### src/pkg/fsp_pkg.sv
// Constants shared by the status pin configuration host controller
package fsp_pkg;
    // APB register offsets
    localparam logic [7:0]  ADDR_CTRL     = 8'h00;
    localparam logic [7:0]  ADDR_STAT     = 8'h04;
    localparam logic [7:0]  ADDR_RESULT   = 8'h08;
    // Control register fields
    localparam int          CTRL_START_BIT = 8;
    localparam int          CTRL_CODE_MSB  = 7;
    localparam int          CTRL_AUTO_BIT  = 9;
    // Flash command and status bits
    localparam logic [15:0] CMD_CFG_SETUP  = 16'h00B8;
    localparam logic [15:0] CMD_READ_STAT  = 16'h0070;
    localparam int          SR_READY_BIT   = 7;
    localparam int          SR_ERASE_ERR   = 5;
    localparam int          SR_PROG_ERR    = 4;
    localparam logic [7:0]  CODE_MASK      = 8'h03;
    localparam logic [1:0]  CODE_PROG_ONLY = 2'h2;
    // Bus cycle timing
    localparam int          CLK_NS         = 4;
    localparam int          CYCLE_NS       = 80;
    localparam int          CYCLE_CNT      = (CYCLE_NS + CLK_NS - 1) / CLK_NS;
    localparam logic [4:0]  CYCLE_LAST     = 5'(CYCLE_CNT - 1);
    typedef enum logic [2:0] {
        FSP_IDLE   = 3'h0,
        FSP_POLL   = 3'h1,
        FSP_SETUP  = 3'h3,
        FSP_CONF   = 3'h2,
        FSP_CHECK  = 3'h6,
        FSP_VERIFY = 3'h7
    } fsp_state_t;
endpackage : fsp_pkg

### src/rtl/fsp_host.sv
// Host controller that configures the flash status output pin
//
// Design decisions made here: the APB register port and the address map.
`timescale 1ns/10ps
// Function
// - Write 00B8h setup, then configuration code
// - Configure only when ready flag set
// - Upper six code bits reserved, cleared
// - Confirm cycle at same die address
module fsp_host
    import fsp_pkg::*;
(
    input  wire logic        i_clk,
    input  wire logic        i_rst,
    input  wire logic        psel,
    input  wire logic        penable,
    input  wire logic        pwrite,
    input  wire logic [7:0]  paddr,
    input  wire logic [31:0] pwdata,
    output logic             pready,
    output logic [31:0]      prdata,
    output logic             pslverr,
    input  wire logic [15:0] i_fl_dq,
    output logic [15:0]      o_fl_dq,
    output logic             o_fl_dq_oe,
    output logic             o_fl_ce_n,
    output logic             o_fl_we_n,
    output logic             o_fl_oe_n
);
    // ==========================================================
    // State
    fsp_state_t  state,   next_state;
    logic [4:0]  cnt,     next_cnt;
    logic [7:0]  code,    next_code;
    logic        busy,    next_busy;
    logic        done,    next_done;
    logic        err,     next_err;
    logic        rej,     next_rej;
    logic [7:0]  sr,      next_sr;
    logic [1:0]  phase,   next_phase;
    logic [15:0] dq,      next_dq;
    logic        dq_oe,   next_dq_oe;
    logic        we_n,    next_we_n;
    logic        oe_n,    next_oe_n;
    logic        ce_n,    next_ce_n;
    logic        ready,   next_ready;
    logic [31:0] rdata,   next_rdata;
    logic        wr_ctrl;
    logic        cyc_end;

    assign wr_ctrl = psel && penable && pready && pwrite
                     && paddr == ADDR_CTRL;
    assign cyc_end = cnt == CYCLE_LAST;

    // ==========================================================
    // Sequencer
    always_comb begin
        next_state = state;
        next_cnt   = cyc_end ? 5'h00 : cnt + 5'h01;
        next_code  = code;
        next_busy  = busy;
        next_done  = done;
        next_err   = err;
        next_rej   = rej;
        next_sr    = sr;
        next_phase = phase;
        next_dq    = dq;
        next_dq_oe = dq_oe;
        next_we_n  = 1'b1;
        next_oe_n  = 1'b1;
        next_ce_n  = 1'b1;
        case (state)
            FSP_IDLE: begin
                next_cnt = 5'h00;
                if (wr_ctrl && pwdata[CTRL_START_BIT] && !busy) begin
                    // Reserved bits always sent as zero
                    next_code = pwdata[CTRL_CODE_MSB:0] & CODE_MASK;
                    next_done = 1'b0;
                    next_err  = 1'b0;
                    next_rej  = 1'b0;
                    if ((pwdata[1:0] == CODE_PROG_ONLY)
                        && !pwdata[CTRL_AUTO_BIT]) begin
                        next_rej  = 1'b1;
                        next_done = 1'b1;
                    end else begin
                        next_busy  = 1'b1;
                        next_state = FSP_POLL;
                    end
                end
            end
            FSP_POLL, FSP_CHECK: begin
                // Read status: first half writes 70h, second reads
                next_ce_n = cyc_end;
                if (phase == 2'h0) begin
                    next_we_n  = cyc_end;
                    next_dq    = CMD_READ_STAT;
                    next_dq_oe = !cyc_end;
                end else begin
                    next_oe_n  = cyc_end;
                    next_dq_oe = 1'b0;
                end
                if (cyc_end) begin
                    next_phase = phase + 2'h1;
                    if (phase == 2'h1) begin
                        next_phase = 2'h0;
                        next_sr    = i_fl_dq[7:0];
                        if (state == FSP_POLL) begin
                            if (i_fl_dq[SR_READY_BIT])
                                next_state = FSP_SETUP;
                        end else if (i_fl_dq[SR_READY_BIT]) begin
                            next_state = FSP_VERIFY;
                        end
                    end
                end
            end
            FSP_SETUP: begin
                next_ce_n  = cyc_end;
                next_we_n  = cyc_end;
                next_dq    = CMD_CFG_SETUP;
                next_dq_oe = !cyc_end;
                if (cyc_end)
                    next_state = FSP_CONF;
            end
            FSP_CONF: begin
                // Same address kept for confirm
                next_ce_n  = cyc_end;
                next_we_n  = cyc_end;
                next_dq    = {8'h00, code};
                next_dq_oe = !cyc_end;
                if (cyc_end)
                    next_state = FSP_CHECK;
            end
            FSP_VERIFY: begin
                // Both error flags mark a rejected code
                next_err   = sr[SR_PROG_ERR] && sr[SR_ERASE_ERR];
                next_done  = 1'b1;
                next_busy  = 1'b0;
                next_state = FSP_IDLE;
            end
            default: begin
                next_state = FSP_IDLE;
            end
        endcase
    end

    // ==========================================================
    // APB slave
    always_comb begin
        next_ready = psel && !pready;
        next_rdata = 32'h0000_0000;
        case (paddr)
            ADDR_CTRL:   next_rdata = {24'h000000, code};
            ADDR_STAT:   next_rdata = {28'h0000000, rej, err, done, busy};
            ADDR_RESULT: next_rdata = {24'h000000, sr};
            default:     next_rdata = 32'h0000_0000;
        endcase
    end

    always_ff @(posedge i_clk) begin
        if (i_rst) begin
            state <= FSP_IDLE;
            cnt   <= 5'h00;
            code  <= 8'h00;
            busy  <= 1'b0;
            done  <= 1'b0;
            err   <= 1'b0;
            rej   <= 1'b0;
            sr    <= 8'h00;
            phase <= 2'h0;
            dq    <= 16'h0000;
            dq_oe <= 1'b0;
            we_n  <= 1'b1;
            oe_n  <= 1'b1;
            ce_n  <= 1'b1;
            ready <= 1'b0;
            rdata <= 32'h0000_0000;
        end else begin
            state <= next_state;
            cnt   <= next_cnt;
            code  <= next_code;
            busy  <= next_busy;
            done  <= next_done;
            err   <= next_err;
            rej   <= next_rej;
            sr    <= next_sr;
            phase <= next_phase;
            dq    <= next_dq;
            dq_oe <= next_dq_oe;
            we_n  <= next_we_n;
            oe_n  <= next_oe_n;
            ce_n  <= next_ce_n;
            ready <= next_ready;
            rdata <= next_rdata;
        end
    end

    assign pready     = ready;
    assign prdata     = rdata;
    assign pslverr    = 1'b0;
    assign o_fl_dq    = dq;
    assign o_fl_dq_oe = dq_oe;
    assign o_fl_ce_n  = ce_n;
    assign o_fl_we_n  = we_n;
    assign o_fl_oe_n  = oe_n;

    // ==========================================================
    // Assertions
    a_setup_before_conf: assert property (
        @(posedge i_clk) disable iff (i_rst)
        state == FSP_CONF && $past(state) != FSP_CONF
        |-> $past(dq) == CMD_CFG_SETUP)
        else $error("Confirm not preceded by setup data");
    a_poll_ready: assert property (
        @(posedge i_clk) disable iff (i_rst)
        state == FSP_SETUP && $past(state) == FSP_POLL
        |-> sr[SR_READY_BIT])
        else $error("Setup issued while flash busy");
    a_code_reserved: assert property (
        @(posedge i_clk) disable iff (i_rst)
        (code & ~CODE_MASK) == 8'h00)
        else $error("Reserved code bits sent");
    a_err_both: assert property (
        @(posedge i_clk) disable iff (i_rst)
        state == FSP_VERIFY |=> err == (sr[SR_PROG_ERR] && sr[SR_ERASE_ERR]))
        else $error("Error flag not from both status bits");
    a_we_pulse: assert property (
        @(posedge i_clk) disable iff (i_rst)
        $fell(we_n) |-> !we_n [*8])
        else $error("Write strobe too short");
    a_no_drive_read: assert property (
        @(posedge i_clk) disable iff (i_rst)
        !oe_n |-> !dq_oe)
        else $error("Bus contention during read");
    a_prog_only: assert property (
        @(posedge i_clk) disable iff (i_rst)
        wr_ctrl && pwdata[CTRL_START_BIT] && state == FSP_IDLE
        && pwdata[1:0] == CODE_PROG_ONLY && !pwdata[CTRL_AUTO_BIT]
        |=> state == FSP_IDLE && rej)
        else $error("Program only code sent");
    a_apb_ready: assert property (@(posedge i_clk) disable iff (i_rst)
        psel && !penable |=> pready)
        else $error("APB ready late");
endmodule : fsp_host

### config.mk
export PLATFORM = sky130hd
export DESIGN_NAME = fsp_host
export DESIGN_NICKNAME = d
export VERILOG_FILES = /design/src/pkg/fsp_pkg.sv /design/src/rtl/fsp_host.sv
export SDC_FILE = /design/constraint.sdc
export NUM_CORES = 1
export LEC_CHECK = 0
export BUFFER_PORTS_ARGS = -buffer_cell sky130_fd_sc_hd__buf_2
export CAP_MARGIN = 25
export CORE_ASPECT_RATIO = 1.5
export CORE_UTILIZATION = 43
export CTS_CLUSTER_SIZE = 28
export DETAILED_ROUTE_END_ITERATION = 16
export PLACE_DENSITY = 0.9
export SYNTH_ARGS = -nofsm -noshare
export SYNTH_HDL_FRONTEND = slang
export SYNTH_SLANG_ARGS = --single-unit
### constraint.sdc
create_clock -name i_clk -period 1.9 [get_ports i_clk]
set_clock_uncertainty 0.2 [all_clocks]
set_input_delay 0.095 -clock i_clk [delete_from_list [all_inputs] [get_ports i_clk]]
set_output_delay 0.095 -clock i_clk [all_outputs]
set_load 0.1 [all_outputs]
==> flow_summary.toml <==
[run_status]
outcome = "finished with violations"
violations = "DRC"

[synth]
syn_area_per_cell_um2 = 9.16
synth-seq-cells = 42
synth_seq_area_share_pct = 43.1
synth_top_cell_by_area = "dfxtp_1"
synth_edf_count = 0
netlist_area_um2 = 1950
async_flop_share_pct = 0
synth_common_cells = "dfxtp_1 (42), buf_4 (36), nor2_1 (29)"
yosysMostFrequentCell = "dfxtp_1"
synth_cell_types = 45
synth_top_area_share_pct = 43.1
synth_area_leaders = "dfxtp_1 (43%), buf_4 (14%), mux2i_1 (6.2%)"
ys.flop_type = "dfxtp_1"
synth_cells = 213
ys_warn_count = 0

[grt]
grt_antenna_before_repair = 0
first_global_vias = 1479
grt_max_degree = 24
globalRouteOverflowTotal = 0
gr-usage-all-layers_pct = 17.1
grt_pass1_wl_um = 6410

[die]
ios = 115
die_h_um = 84.5
rows = 29
dieArea_um2 = 4820
core-area_um2 = 4280
start_util_pct = 45.6
fp.dieW_um = 57.0

[critical_path]
r2r_cells = 7
cpLargestDelayFamily = "flip-flops"
worst_ep_required_time_ps = 1900
crit_fanout = 7
cp-end-kind = "register"
max_stage_delay_ps = 350
r2r-start = "cnt[0]"
path_buf_inv = 2
path_cells = "ha_2 -> nor4bb_2 -> buf_4 -> buf_12 -> o211ai_4 -> mux2i_1 -> nor2_1"
worst-setup-path-type = "register to register"
cp-startpoint = "cnt[0]"
crit_path_start_kind = "register"
crit_cells = 7
arrival_ps = 1840
critical_path.slowest_cell = "dfxtp_2"

[route]
routed_via_density = 4.97
drt-pass1-iter-count = 10
drt-initial-drc-count = 41
drc_errors = 2
detail-route-antenna-nets = 0
detail_route.wirelength_um = 4220
wl_per_cell_um = 13.1
num_vias = 1606

[placed_design]
gp_congestion = 0.783
port_buffers = 44
dp_hpwl_um = 2770

[timing]
setup-violations-final = 0
max_freq_mhz = 541
tns_ps = 0
fin_crit_ps = 1850
maxSlewViolCount = 0
fin_crit_sh_pct = 97.3
finalHoldViolCount = 0

[power_and_ir_drop]
p_seq_share_pct = 47.0
powerDensity_nw_per_um2 = 783
vdd_drop_max_mv = 0.471
combPwrFrac_pct = 20.5
total_leakage_power_nw = 1.11
swShare_pct = 36.4
p_int_mw = 1.19
power.total_mw = 1.88
net-switching-power_uw = 682
p_clk_share_pct = 32.5

[clock_network]
clk-insertion-delay-late_ps = 300
clkSlewWorstSetupHoldPaths_ps = 90
htree_levels = 2
cts_buffers = 5
cts_tree = "done"
cts.sinks = 42
clockBufferDepth = 2
clk_root_buffer_cell = "clkbuf_8"

[worst_hold_path]
worstHoldStart = "i_rst"
hold_depth = 3
hp-class = "input pin to register"

[layout]
area.growth.synth_to_final_pct = 22.9
drive_above_1_share_pct = 26.0
final.fill_count = 371
antenna_cells = 0
layout.nets = 338

[job]
maxCapViolCount = 0
## per-stage QoR
step | hold WS (ps) | setup WS, ps | instance area [um2] | utilization, % | cells
finish | 44.6 | 51.9 | 2400 | 56.0 | 323
global route | 52.5 | -25.9 | 2400 | 56.0 | 323
CTS | 36.0 | -3.59 | 2340 | 54.6 | 321
detailed placement | 135 | -4.79 | 2070 | 48.4 | 297
global placement | 125 | 58.7 | 2070 | 48.4 | 297
floorplan | -1.29 | 14.8 | 2080 | - | 246
## area by class of cell
class | count | area (um2) | area share, %
multi-input combinational | 157 | 946 | 39.5
sequential | 42 | 843 | 35.2
timing repair buffer | 67 | 445 | 18.6
clock buffer | 5 | 68.8 | 2.87
tap | 46 | 57.6 | 2.40
clock inverter | 3 | 25.0 | 1.04
inverter | 3 | 11.3 | 0.470
## sequential cells by signal (all words and copies together), names as in the netlist, 2 cells and up, named ones only
register / count
phase: 2
code: 2
state: 2
prdata: 8
cnt: 5
sr: 8
o_fl_dq: 5
## metal layers
metal	track usage, %	vias to the layer above	wire [um]
met2	30.3	68	2180
li1	-	782	-
met4	11.1	0	149
met5	0	-	0
met1	17.7	744	1660
met3	3.85	12	238
## final timing paths
check               endpoint  slack, ps
setup reg to reg       sr[2]         50
hold / removal    o_fl_dq[6]         40
setup / recovery       sr[2]         50
hold reg to reg       pready        220
## layout by cell type, fill, tap and decap left out, types with 2 or more instances in the layout
cell	instances
a21oi_1	7
a22oi_1	2
a31oi_1	3
and2_1	4
and3_1	2
buf_2	44
buf_4	6
clkbuf_8	5
conb_1	34
dfxtp_1	40
dfxtp_2	2
dlygate4sd3_1	16
inv_1	2
mux2i_1	12
nand2_1	12
nand2b_1	2
nand3_1	7
nor2_1	28
nor2b_1	4
nor3b_1	5
nor4bb_2	2
o211ai_1	2
o21ai_0	4
or3_4	2
xor2_1	3
## tightest hold or removal path: stages
cell	delay, ps
buf_2	90
buf_4	250
a21oi_1	60
## power by group through the flow
| stage | Sequential, mW | Clock (mW) | Combinational (mW) |
|---|---|---|---|
| after floorplan | 0.911 | 0 | 0.364 |
| after global placement | 0.902 | 0 | 0.355 |
| after detailed placement | 0.902 | 0 | 0.356 |
| after CTS | 0.881 | 0.614 | 0.378 |
| after global routing | 0.882 | 0.646 | 0.394 |
| final | 0.882 | 0.610 | 0.385 |
## cell families (layout without fill, tap and decap cells)
kind of cell               count (synthesis)  count (layout)  share of synthesized area [%]
and+or+nand+nor                           79              79                           21.7
xor gates and xnor gates                   4               4                           1.80
buffers and inverters                     47              78                           16.9
muxes                                     12              12                           6.16
AOI/OAI and AO/OA                         27              27                           9.49
adders and majority gates                  1               1                          0.641
other                                      1              34                          0.192
DFF                                       42              42                           43.1
## repair_timing
action	CTS	global route
buffers inserted	0	2
hold buffers	16	0
hold endpoints to repair	16	0
endpoints found under the setup margin	2	13
resized for setup	1	7
pin swaps	0	4
gates cloned	0	0
Power figures use the tool's default switching activity.
